--- src/shared/fpcf_pkg.sv ---
package fpcf_pkg;
   localparam int NPART = 8;
   localparam int PART_W = 3;
   localparam int BLK_W = 8;
   localparam int DATA_W = 16;

   localparam logic [7:0] CMD_READ_ARRAY = 8'hFF;
   localparam logic [7:0] CMD_READ_STATUS = 8'h70;
   localparam logic [7:0] CMD_READ_ID = 8'h90;
   localparam logic [7:0] CMD_READ_QUERY = 8'h98;
   localparam logic [7:0] CMD_CLR_STATUS = 8'h50;
   localparam logic [7:0] CMD_PGM_SETUP = 8'h40;
   localparam logic [7:0] CMD_PGM_SETUP_ALT = 8'h10;
   localparam logic [7:0] CMD_ERASE_SETUP = 8'h20;
   localparam logic [7:0] CMD_CONFIRM = 8'hD0;
   localparam logic [7:0] CMD_SUSPEND = 8'hB0;
   localparam logic [7:0] CMD_LOCK_SETUP = 8'h60;
   localparam logic [7:0] CMD_OTP_SETUP = 8'hC0;
   localparam logic [7:0] CMD_FFP_SETUP = 8'h30;
   localparam logic [7:0] CMD_LOCK_CONF = 8'h01;
   localparam logic [7:0] CMD_LOCKDN_CONF = 8'h2F;
   localparam logic [7:0] CMD_CFG_CONF = 8'h03;

   typedef enum logic [1:0] {MODE_ARRAY, MODE_ID, MODE_STATUS} fpcf_mode_t;

   typedef enum logic [4:0] {
      ST_READY, ST_PGM_SETUP, ST_PGM_BUSY, ST_PGM_SUSP,
      ST_ERS_SETUP, ST_ERS_BUSY, ST_ERS_SUSP,
      ST_PES_SETUP, ST_PES_BUSY, ST_PES_SUSP,
      ST_LCK_SETUP, ST_LCK_SETUP_ES, ST_OTP_SETUP, ST_OTP_BUSY,
      ST_FFP_SETUP, ST_FFP_BUSY, ST_FFP_VERIFY
   } fpcf_state_t;

   typedef enum logic [3:0] {
      OP_NONE, OP_PGM, OP_ERASE, OP_OTP, OP_LOCK, OP_UNLOCK, OP_LOCKDN,
      OP_CFG, OP_FFP_WORD, OP_SUSPEND, OP_RESUME, OP_CLR_STAT
   } fpcf_op_t;

   typedef struct packed {
      logic [PART_W-1:0] part;
      logic [BLK_W-1:0] blk;
      logic [DATA_W-1:0] data;
   } fpcf_wr_t;

   localparam fpcf_mode_t MODE_RESET = MODE_ARRAY;
   localparam fpcf_state_t STATE_RESET = ST_READY;
   localparam logic [PART_W-1:0] PART_RESET = 3'h0;
   localparam logic [BLK_W-1:0] BLK_RESET = 8'h00;
endpackage

--- src/hdl/fpcf_part_modes.sv ---
`timescale 1ns/1ps
`default_nettype none
module fpcf_part_modes (
   input wire logic sys_clk_i,
   input wire logic reset_n_i,
   input wire logic mode_we_i,
   input wire logic [fpcf_pkg::PART_W-1:0] mode_part_i,
   input wire fpcf_pkg::fpcf_mode_t mode_i,
   input wire logic [fpcf_pkg::PART_W-1:0] rd_part_i,
   output fpcf_pkg::fpcf_mode_t rd_mode_o
);
   import fpcf_pkg::*;

   fpcf_mode_t mode_ff [NPART];
   fpcf_mode_t rd_mode_ff;

   // Per-partition mode store
   always_ff @(posedge sys_clk_i) begin
      for (int i = 0; i < NPART; i++) begin
         if (!reset_n_i) begin
            mode_ff[i] <= MODE_RESET;
         end else if (mode_we_i && mode_part_i == PART_W'(i)) begin
            mode_ff[i] <= mode_i;
         end
      end
   end

   always_ff @(posedge sys_clk_i) begin
      if (!reset_n_i) begin
         rd_mode_ff <= MODE_RESET;
      end else begin
         rd_mode_ff <= mode_ff[rd_part_i];
      end
   end

   assign rd_mode_o = rd_mode_ff;
endmodule
`default_nettype wire

--- src/hdl/fpcf_cmd_fsm.sv ---
`timescale 1ns/1ps
`default_nettype none
module fpcf_cmd_fsm (
   input wire logic sys_clk_i,
   input wire logic reset_n_i,
   input wire logic wr_en_i,
   input wire fpcf_pkg::fpcf_wr_t wr_i,
   input wire logic op_done_i,
   input wire logic ffp_word_busy_i,
   input wire logic [fpcf_pkg::PART_W-1:0] rd_part_i,
   output fpcf_pkg::fpcf_state_t state_o,
   output fpcf_pkg::fpcf_op_t op_o,
   output fpcf_pkg::fpcf_wr_t op_wr_o,
   output fpcf_pkg::fpcf_mode_t rd_mode_o,
   output logic rd_undefined_o,
   output logic seq_err_o,
   output logic lock_err_o,
   output logic factory_write_ready_bit_o
);
   import fpcf_pkg::*;

   function automatic logic is_running(fpcf_state_t s);
      return s inside {ST_PGM_BUSY, ST_ERS_BUSY, ST_PES_BUSY, ST_OTP_BUSY,
                       ST_FFP_SETUP, ST_FFP_BUSY, ST_FFP_VERIFY};
   endfunction

   function automatic logic is_suspended(fpcf_state_t s);
      return s inside {ST_PGM_SUSP, ST_ERS_SUSP, ST_PES_SUSP};
   endfunction

   function automatic fpcf_op_t lock_op(logic [7:0] c);
      case (c)
         CMD_LOCK_CONF: return OP_LOCK;
         CMD_CONFIRM: return OP_UNLOCK;
         CMD_LOCKDN_CONF: return OP_LOCKDN;
         CMD_CFG_CONF: return OP_CFG;
         default: return OP_NONE;
      endcase
   endfunction

   fpcf_state_t state_ff, nxt_state;
   fpcf_op_t op_ff, nxt_op;
   fpcf_wr_t op_wr_ff;
   logic [BLK_W-1:0] ffp_blk_ff;
   logic [PART_W-1:0] busy_part_ff;
   logic seq_err_ff, lock_err_ff, rd_undef_ff;
   logic set_seq, set_lock, data_cycle, start_op;

   wire logic [7:0] cmd = wr_i.data[7:0];
   wire logic cmd_pgm = cmd == CMD_PGM_SETUP || cmd == CMD_PGM_SETUP_ALT;
   wire logic cmd_suspend = wr_en_i && cmd == CMD_SUSPEND;
   wire logic cmd_resume = wr_en_i && cmd == CMD_CONFIRM;
   wire logic ffp_same_blk = wr_i.blk == ffp_blk_ff;
   wire logic clr_ok = !is_running(state_ff) && !is_suspended(state_ff);
   wire logic clr_status = wr_en_i && state_ff == ST_READY && cmd == CMD_CLR_STATUS && clr_ok;
   wire logic cmd_known = cmd inside {CMD_READ_ARRAY, CMD_READ_STATUS, CMD_READ_ID,
      CMD_READ_QUERY, CMD_CLR_STATUS, CMD_PGM_SETUP, CMD_PGM_SETUP_ALT, CMD_ERASE_SETUP,
      CMD_CONFIRM, CMD_SUSPEND, CMD_LOCK_SETUP, CMD_OTP_SETUP, CMD_FFP_SETUP,
      CMD_LOCK_CONF, CMD_LOCKDN_CONF, CMD_CFG_CONF};
   wire logic illegal_cmd = wr_en_i && !cmd_known;

   // Engine next state from engine state, the write, op_done_i and the latched factory block
   always_comb begin
      nxt_state = state_ff;
      nxt_op = OP_NONE;
      set_seq = 1'b0;
      set_lock = 1'b0;
      data_cycle = 1'b0;
      start_op = 1'b0;
      case (state_ff)
         ST_READY: begin
            if (wr_en_i) begin
               if (cmd_pgm) nxt_state = ST_PGM_SETUP;
               else if (cmd == CMD_ERASE_SETUP) nxt_state = ST_ERS_SETUP;
               else if (cmd == CMD_LOCK_SETUP) nxt_state = ST_LCK_SETUP;
               else if (cmd == CMD_OTP_SETUP) nxt_state = ST_OTP_SETUP;
               else if (cmd == CMD_FFP_SETUP) nxt_state = ST_FFP_SETUP;
               else if (clr_status) nxt_op = OP_CLR_STAT;
               else if (illegal_cmd) set_seq = 1'b1;
            end
         end
         ST_PGM_SETUP: begin
            if (wr_en_i) begin
               nxt_state = ST_PGM_BUSY;
               nxt_op = OP_PGM;
               data_cycle = 1'b1;
               start_op = 1'b1;
            end
         end
         ST_PGM_BUSY, ST_ERS_BUSY, ST_PES_BUSY: begin
            if (op_done_i) begin
               nxt_state = state_ff == ST_PES_BUSY ? ST_ERS_SUSP : ST_READY;
            end else if (cmd_suspend) begin
               nxt_op = OP_SUSPEND;
               nxt_state = state_ff == ST_PGM_BUSY ? ST_PGM_SUSP :
                           state_ff == ST_ERS_BUSY ? ST_ERS_SUSP : ST_PES_SUSP;
            end
         end
         ST_PGM_SUSP, ST_PES_SUSP: begin
            if (cmd_resume) begin
               nxt_op = OP_RESUME;
               nxt_state = state_ff == ST_PGM_SUSP ? ST_PGM_BUSY : ST_PES_BUSY;
            end
         end
         ST_ERS_SETUP: begin
            if (wr_en_i) begin
               start_op = cmd == CMD_CONFIRM;
               nxt_state = start_op ? ST_ERS_BUSY : ST_READY;
               nxt_op = start_op ? OP_ERASE : OP_NONE;
               set_seq = !start_op;
            end
         end
         ST_ERS_SUSP: begin
            if (wr_en_i) begin
               if (cmd_pgm) nxt_state = ST_PES_SETUP;
               else if (cmd == CMD_LOCK_SETUP) nxt_state = ST_LCK_SETUP_ES;
               else if (cmd == CMD_CONFIRM) begin
                  nxt_state = ST_ERS_BUSY;
                  nxt_op = OP_RESUME;
               end
            end
         end
         ST_PES_SETUP: begin
            if (wr_en_i) begin
               nxt_state = ST_PES_BUSY;
               nxt_op = OP_PGM;
               data_cycle = 1'b1;
               start_op = 1'b1;
            end
         end
         ST_LCK_SETUP, ST_LCK_SETUP_ES: begin
            if (wr_en_i) begin
               nxt_state = state_ff == ST_LCK_SETUP ? ST_READY : ST_ERS_SUSP;
               nxt_op = lock_op(cmd);
               set_lock = lock_op(cmd) == OP_NONE;
            end
         end
         ST_OTP_SETUP: begin
            if (wr_en_i) begin
               nxt_state = ST_OTP_BUSY;
               nxt_op = OP_OTP;
               data_cycle = 1'b1;
               start_op = 1'b1;
            end
         end
         ST_OTP_BUSY: begin
            if (op_done_i) nxt_state = ST_READY;
         end
         ST_FFP_SETUP: begin
            if (wr_en_i) begin
               nxt_state = cmd == CMD_CONFIRM ? ST_FFP_BUSY : ST_READY;
               set_seq = cmd != CMD_CONFIRM;
               start_op = cmd == CMD_CONFIRM;
            end
         end
         ST_FFP_BUSY, ST_FFP_VERIFY: begin
            if (wr_en_i && ffp_same_blk) begin
               data_cycle = 1'b1;
               nxt_op = OP_FFP_WORD;
            end else if (wr_en_i) begin
               nxt_state = state_ff == ST_FFP_BUSY ? ST_FFP_VERIFY : ST_READY;
            end else if (op_done_i && state_ff == ST_FFP_VERIFY) begin
               nxt_state = ST_READY;
            end
         end
         default: nxt_state = ST_READY;
      endcase
   end

   // Mode decode; a second or data cycle puts its own partition in status
   wire logic mode_status = cmd inside {CMD_READ_STATUS, CMD_PGM_SETUP, CMD_PGM_SETUP_ALT,
      CMD_ERASE_SETUP, CMD_CONFIRM, CMD_SUSPEND, CMD_LOCK_SETUP, CMD_OTP_SETUP,
      CMD_FFP_SETUP, CMD_LOCK_CONF, CMD_LOCKDN_CONF, CMD_CFG_CONF};
   wire logic mode_id = cmd == CMD_READ_ID || cmd == CMD_READ_QUERY;
   wire logic mode_hit = mode_status || mode_id || cmd == CMD_READ_ARRAY;
   wire logic mode_we = wr_en_i && (data_cycle || mode_hit);
   wire fpcf_mode_t mode_val = data_cycle || mode_status ? MODE_STATUS :
      mode_id ? MODE_ID : MODE_ARRAY;

   fpcf_part_modes fpcf_part_modes_i (
      .sys_clk_i(sys_clk_i),
      .reset_n_i(reset_n_i),
      .mode_we_i(mode_we),
      .mode_part_i(wr_i.part),
      .mode_i(mode_val),
      .rd_part_i(rd_part_i),
      .rd_mode_o(rd_mode_o)
   );

   always_ff @(posedge sys_clk_i) begin
      if (!reset_n_i) begin
         state_ff <= STATE_RESET;
         op_ff <= OP_NONE;
         op_wr_ff <= '0;
      end else begin
         state_ff <= nxt_state;
         op_ff <= nxt_op;
         op_wr_ff <= nxt_op != OP_NONE ? wr_i : op_wr_ff;
      end
   end

   always_ff @(posedge sys_clk_i) begin
      if (!reset_n_i) begin
         ffp_blk_ff <= BLK_RESET;
         busy_part_ff <= PART_RESET;
         rd_undef_ff <= 1'b0;
      end else begin
         ffp_blk_ff <= state_ff == ST_FFP_SETUP && start_op ? wr_i.blk : ffp_blk_ff;
         busy_part_ff <= start_op ? wr_i.part : busy_part_ff;
         rd_undef_ff <= is_running(state_ff) && rd_part_i == busy_part_ff;
      end
   end

   // Error bits: a new error wins over a clear in the same cycle
   always_ff @(posedge sys_clk_i) begin
      if (!reset_n_i) begin
         seq_err_ff <= 1'b0;
         lock_err_ff <= 1'b0;
      end else begin
         seq_err_ff <= set_seq | (seq_err_ff & !clr_status);
         lock_err_ff <= set_lock | (lock_err_ff & !clr_status);
      end
   end

   assign state_o = state_ff;
   assign op_o = op_ff;
   assign op_wr_o = op_wr_ff;
   assign rd_undefined_o = rd_undef_ff && rd_mode_o == MODE_ARRAY;
   assign seq_err_o = seq_err_ff;
   assign lock_err_o = lock_err_ff;
   // Low only in ST_FFP_BUSY while ffp_word_busy_i is low; high in ST_FFP_VERIFY, which still takes same-block words
   assign factory_write_ready_bit_o = !(state_ff == ST_FFP_BUSY && !ffp_word_busy_i);
endmodule
`default_nettype wire

--- config.mk ---
export PLATFORM = sky130hd
export DESIGN_NAME = fpcf_cmd_fsm
export DESIGN_NICKNAME = d
export VERILOG_FILES = /design/src/shared/fpcf_pkg.sv /design/src/hdl/fpcf_part_modes.sv /design/src/hdl/fpcf_cmd_fsm.sv
export SDC_FILE = /design/constraint.sdc
export NUM_CORES = 1
export LEC_CHECK = 0
export CORE_ASPECT_RATIO = 0.5
export CORE_MARGIN = 2
export CORE_UTILIZATION = 45
export DETAILED_ROUTE_END_ITERATION = 8
export DONT_BUFFER_PORTS = 1
export GPL_ROUTABILITY_DRIVEN = 0
export SLEW_MARGIN = 20
export SYNTH_ARGS = -nofsm -noshare
export SYNTH_HDL_FRONTEND = slang
export SYNTH_SLANG_ARGS = --single-unit
--- constraint.sdc ---
create_clock -name sys_clk_i -period 7.6 [get_ports sys_clk_i]
set_input_delay 1.52 -clock sys_clk_i [delete_from_list [all_inputs] [get_ports sys_clk_i]]
set_output_delay 1.52 -clock sys_clk_i [all_outputs]
set_load 0.005 [all_outputs]
# Word level (Yosys, flattened, before mapping)
# Memories as Yosys holds them, arrays and structs flattened. A register that Yosys moved wholly into a read port is not among the register bits.
# Index checks and enable logic that the tools add are counted.
dict set report totals {
  register_bits 50
  ram_bits 16
  out_inout_bits 42
  mem_count 1
}
# name depth word_bits read_ports rd_ports_with_merged_regs write_ports line
set mem_list {}
lappend mem_list {fpcf_part_modes_i.mode_ff 8 2 1 1 8 fpcf_part_modes.sv:14} ;# fpcf_mode_t mode_ff [NPART];
dict set report op_classes {
  n_eq_ne 57
  mux 109
  bitwise 12
  reduce_logical 53
}
# op n
set ops {}
lappend ops {{$mux 5} 24}
lappend ops {{$mux 4} 21}
lappend ops {{$pmux 5 s12} 1}
lappend ops {{$eq 8x8->1 const B} 6}
lappend ops {{$mux 1} 42}
lappend ops {{$eq 5x4->1 const B} 8}
lappend ops {{$pmux 4 s9} 1}
lappend ops {{$eq 8x7->1 const B} 4}
lappend ops {{$eq 8x6->1 const B} 3}
lappend ops {{$mux 2} 12}
lappend ops {{$logic_and 1x1->1} 22}
lappend ops {{$ne 2x2->1 const B} 11}
lappend ops {{$eq 5x3->1 const B} 4}
lappend ops {{$reduce_bool 16->1} 1}
lappend ops {{$reduce_and 15->1} 1}
lappend ops {{$eq 3x3->1 const B} 4}
lappend ops {{$mux 3} 4}
lappend ops {{$pmux 3 s4} 1}
lappend ops {{$reduce_bool 12->1} 1}
lappend ops {{$eq 5x2->1 const B} 2}
lappend ops {{$or 1x1->1} 10}
lappend ops {{$reduce_or 2->1} 5}
lappend ops {{$eq 8x1->1 const B} 1}
lappend ops {{$eq 8x2->1 const B} 1}
lappend ops {{24 further kinds} 41}

# Logic depth before layout (Yosys ltp)
dict set report depth {
  word_depth 14
  mapped_depth 10
  mapped_depth_nobuf 6
}

# Hierarchy
# Synthesis repeated with hierarchy kept, for this count alone.
dict set report hier_totals {
  hier_cells 470
  area_unflattened_um2 4092.7
}
# mod instances cells_each area_each_um2
set by_module_without_submodules {}
lappend by_module_without_submodules {fpcf_cmd_fsm 1 407 3271.9}
lappend by_module_without_submodules {fpcf_part_modes 1 63 820.8}

# Worst setup path before layout
# OpenSTA, ideal clock, no wires.
dict set report synth_timing {
  path_type {input to register}
  start {input port wr_i[4] (netlist bit)}
  end {register op_wr_ff (netlist bit op_wr_o[10])}
  arrival_ns 3.355
  required_time_ns 7.528
  path_slack_ns 4.174
  cell_stages 9
  path_cell_list {clkbuf_1 -> and4b_1 -> and2_1 -> nor3_1 -> nor2_1 -> nor4b_1 -> buf_6 -> buf_6 -> mux2i_1}
}
dict set report synth_between {
  elab_chain_len 12
}
# element line
set synth_lines {}
lappend synth_lines {{start: declaration} fpcf_cmd_fsm.sv:7} ;# input wire fpcf_pkg::fpcf_wr_t wr_i,
lappend synth_lines {{$eq 8x7->1} fpcf_cmd_fsm.sv:55} ;# wire logic clr_status = wr_en_i && state_ff == ST_READY && cmd == CMD_CLR_STATUS && clr_ok;
lappend synth_lines {{$logic_and 1x1->1 (2 in series)} fpcf_cmd_fsm.sv:55}
lappend synth_lines {{$mux 4} fpcf_cmd_fsm.sv:78} ;# else if (clr_status) nxt_op = OP_CLR_STAT;
lappend synth_lines {{$mux 4} fpcf_cmd_fsm.sv:77} ;# else if (cmd == CMD_FFP_SETUP) nxt_state = ST_FFP_SETUP;
lappend synth_lines {{$mux 4} fpcf_cmd_fsm.sv:76} ;# else if (cmd == CMD_OTP_SETUP) nxt_state = ST_OTP_SETUP;
lappend synth_lines {{$mux 4} fpcf_cmd_fsm.sv:75} ;# else if (cmd == CMD_LOCK_SETUP) nxt_state = ST_LCK_SETUP;
lappend synth_lines {{$mux 4} fpcf_cmd_fsm.sv:74} ;# else if (cmd == CMD_ERASE_SETUP) nxt_state = ST_ERS_SETUP;
lappend synth_lines {{$mux 4} fpcf_cmd_fsm.sv:73} ;# if (cmd_pgm) nxt_state = ST_PGM_SETUP;
lappend synth_lines {{$mux 4} fpcf_cmd_fsm.sv:72} ;# if (wr_en_i) begin
lappend synth_lines {{$pmux 4 s9 (*)} fpcf_cmd_fsm.sv:70} ;# case (state_ff)
lappend synth_lines {{$reduce_bool 4->1 (*)} fpcf_cmd_fsm.sv:198} ;# op_wr_ff <= nxt_op != OP_NONE ? wr_i : op_wr_ff;
lappend synth_lines {{end signal: assignment} fpcf_cmd_fsm.sv:198}
lappend synth_lines {{end: declaration} fpcf_cmd_fsm.sv:43} ;# fpcf_wr_t op_wr_ff;
# Every way passes the cells marked *; elsewhere a longest branch is shown, timed or not.
# A chain may end at the register's enable or synchronous reset.

==> qor.yml <==
logic_synthesis:
  synthesis.nets: 487
  async_reset_ff_share_pct: 0
  postSynthCellCount: 452
  ys_seq_area_share_pct: 39.2
  synth.avg_cell_area_um2: 8.60
  synthDistinctLibCells: 58
  synth_area_um2: 3880
  synth_edf_count: 16
  ys.flop_type: "dfxtp_1"
  ys_ff_latch: 68
  yosys_warnings: 0
clock_tree:
  clockRootBuffer: "clkbuf_16"
  cts.htree.levels: 3
  numCtsBuffers: 9
  ctsHoldBuffers: 0
  post_cts_buffers: 0
  cts_tree: "yes"
  clk_latency_ns: 0.33
  cts.sinks: 68
  cts_buffer_depth: 2
  clk_pin_slew_ns: 0.06
  cts_resized: 0
power_and_ir_drop:
  power_density_nw_per_um2: 280
  leakagePower_nw: 1.70
  vdd_drop_max_v: 0.000126
  seqPwrFrac_pct: 39.0
  combPwrFrac_pct: 21.2
  power_w: 0.00119
  p_switching_w: 0.000349
  p_clk_share_pct: 39.8
  intPower_w: 0.000838
  sw_frac_of_total_pct: 29.4
routing:
  drc: 0
  drtIter0Drc: 243
  routed_via_density: 5.84
  wire_per_inst_um: 17.5
  ant_nets: 0
  routed_wirelength_um: 9630
  vias: 3204
  dr.pass1.iters: 5
global_route:
  grt_pass1_wl_um: 15400
  grtUsageTotal_pct: 21.1
  grt_max_degree: 73
  grt_pass1_vias: 2993
  grt_overflow: 0
  antenna_found_initial: 0
timing:
  slew_viol_final: 0
  finalHoldViolCount: 0
  clock_skew_ns: 0.00568
  max_slew_margin_pct: 40.1
  fin_tns_setup_ns: 0
  worst_pin_slew_ns: 0.897
  min_period_ns: 3.37
  setup_ws_ns: 4.23
  fmax_mhz: 296
  rsz0062_at_grt: "no"
  finalCritPeriodShare_pct: 44.4
  setup_viol: 0
floorplanning:
  num_rows: 23
  ios: 77
  die_w_um: 135
  core-area_um2: 8200
  die_height_um: 69.7
  dieArea_um2: 9440
  initial_core_util_pct: 47.4
place:
  dp_slack_ns: 3.96
  port_buffers: 0
  hpwl_um: 6960
critical_path:
  crit_type: "input pin to flip-flop"
  crit_top_cell: "o21ai_0"
  path_cells: "and4b_1, and2_1, nor3_1, nand4b_1, o21ai_0, o21ai_0"
  r2r_cells: 6
  critPathCapture: "fpcf_part_modes_i.mode_ff[1][1]"
  critPathMaxFanout: 19
  worstPathArrival_ns: 3.42
  path_depth: 6
  path_buf_inv: 0
  max_stage_delay_ns: 0.47
  cp_slowest_cell: "o21ai_0"
  crit_family: "simple AND/OR/NAND/NOR gates"
  cp.required_ns: 7.65
  rrSetupSlack_ns: 4.44
  worstReg2RegStart: "state_o[1]"
  cp-start-kind: "input pin"
  cp-startpoint: "wr_i[4]"
  end_kind: "flip-flop"
  reg2reg_to: "fpcf_part_modes_i.mode_ff[1][1]"
layout:
  layout-drive-gt1-share_pct: 7.09
  multi_input_area_um2: 2190
  nFillCells: 767
  antenna_cells: 0
  fin_nets: 467
  syn_to_final_growth_pct: 9.02
  ff_latch_area_um2: 1520
flow_run:
  max_cap_violations: 0
status:
  status: "finished clean"
worst_hold_path:
  hold_start: "op_wr_o[20]"
  hold_path_class: "flip-flop to flip-flop"
[cell usage after synthesis (all sizes together) (6+ instances only)]
library cell / instances / share of area (%)
nor4: 8 / 1.7
dfxtp: 52 / 27
nor2: 56 / 5.4
o31ai: 6 / 1.2
o21ai: 16 / 2.1
buf: 10 / 1.7
nor3: 10 / 1.3
xnor2: 14 / 3.2
nand2: 76 / 7.3
or3: 7 / 1.1
nand3: 11 / 1.4
clkbuf: 23 / 2.2
nand2b: 10 / 1.6
inv: 8 / 0.77
mux2i: 41 / 11
edfxtp: 16 / 12
a21oi: 12 / 1.5
[power by group through the flow]
stage	Clock [W]	Combinational, W	Sequential [W]
finish	0.000473	0.000252	0.000463
global route	0.000499	0.000279	0.000471
CTS	0.000480	0.000249	0.000464
detailed placement	0	0.000248	0.000470
global placement	0	0.000244	0.000469
floorplan	0	0.000238	0.000436
[sequential cells by signal (all words and copies together), names as in the netlist]
signal / flops
op_wr_o: 27
fpcf_part_modes_i.mode_ff: 16
ffp_blk_ff: 8
state_o: 5
op_o: 4
busy_part_ff: 3
fpcf_part_modes_i.rd_mode_o: 2
lock_err_o: 1
rd_undef_ff: 1
seq_err_o: 1
[how the worst min path moves through the flow]
stage,cells past startpoint,slack [ns],endpoint
final,2,0.48,op_wr_o[20]
after global routing,2,0.50,op_wr_o[11]
after CTS,2,0.48,op_wr_o[15]
after detailed placement,2,0.47,op_wr_o[15]
after global placement,2,0.47,op_wr_o[13]
after floorplan,2,0.45,op_wr_o[0]
[tightest hold or removal path: stages (launching register included)]
cell	delay, ns
dfxtp_1	0.32
nand2_1	0.06
mux2i_1	0.05
[final cells by class]
| type | count | share of cell area [%] |
|---|---|---|
| multi-input combinational | 343 | 51.7 |
| sequential | 68 | 35.9 |
| timing repair buffer | 2 | 0.355 |
| tap | 112 | 3.31 |
| inverter | 8 | 0.709 |
| clock inverter | 7 | 2.72 |
| clock buffer | 9 | 5.32 |
[logic make-up after synthesis]
group                    Yosys count  synth area share [%]
AO/OA/AOI/OAI                     63                  11.1
multiplexers                      45                  12.9
buffers and inverters             41                  4.67
AND/OR/NAND/NOR                  218                  28.3
adder cells (fa/ha/maj)            1                 0.258
XOR/XNOR                          16                  3.61
flip-flops                        68                  39.2
[per-stage QoR]
stage / hold slack (ns) / instances / cell area (um^2) / util (%)
after floorplan: 0.454 / 452 / 3880 / -
after global placement: 0.468 / 533 / 3890 / 47.5
after detailed placement: 0.471 / 533 / 3890 / 47.5
after CTS: 0.482 / 549 / 4240 / 51.6
after global routing: 0.501 / 549 / 4240 / 51.6
final: 0.479 / 549 / 4240 / 51.6
[layout by cell type (no fill, tap or decap), types with 3 or more instances in the layout]
cell type,count
o21ai_0,16
or4b_2,3
nand3_1,11
mux2i_1,41
clkbuf_16,9
a32oi_1,4
or3_1,7
o31ai_1,6
edfxtp_1,16
nor4_1,7
o211ai_1,3
bufinv_16,3
nor2_1,56
nand3b_1,4
nand4_1,5
dfxtp_1,52
inv_1,8
a21oi_1,12
nor2b_1,5
nand2_1,76
mux4_2,4
xnor2_1,14
nor3b_1,4
nand2b_1,10
a22oi_1,3
a31oi_1,3
nor3_1,10
or4_1,5
[metal layers]
metal	part of all wire, %	track usage [%]	vias to the layer above	routed length (um)
met5	0	0	-	0
met3	10	8.70	12	981
met4	1.0	6.02	0	101
met2	42	30.2	122	4070
met1	46	29.1	1498	4480
li1	-	-	1572	-
Power figures use the tool's default switching activity.
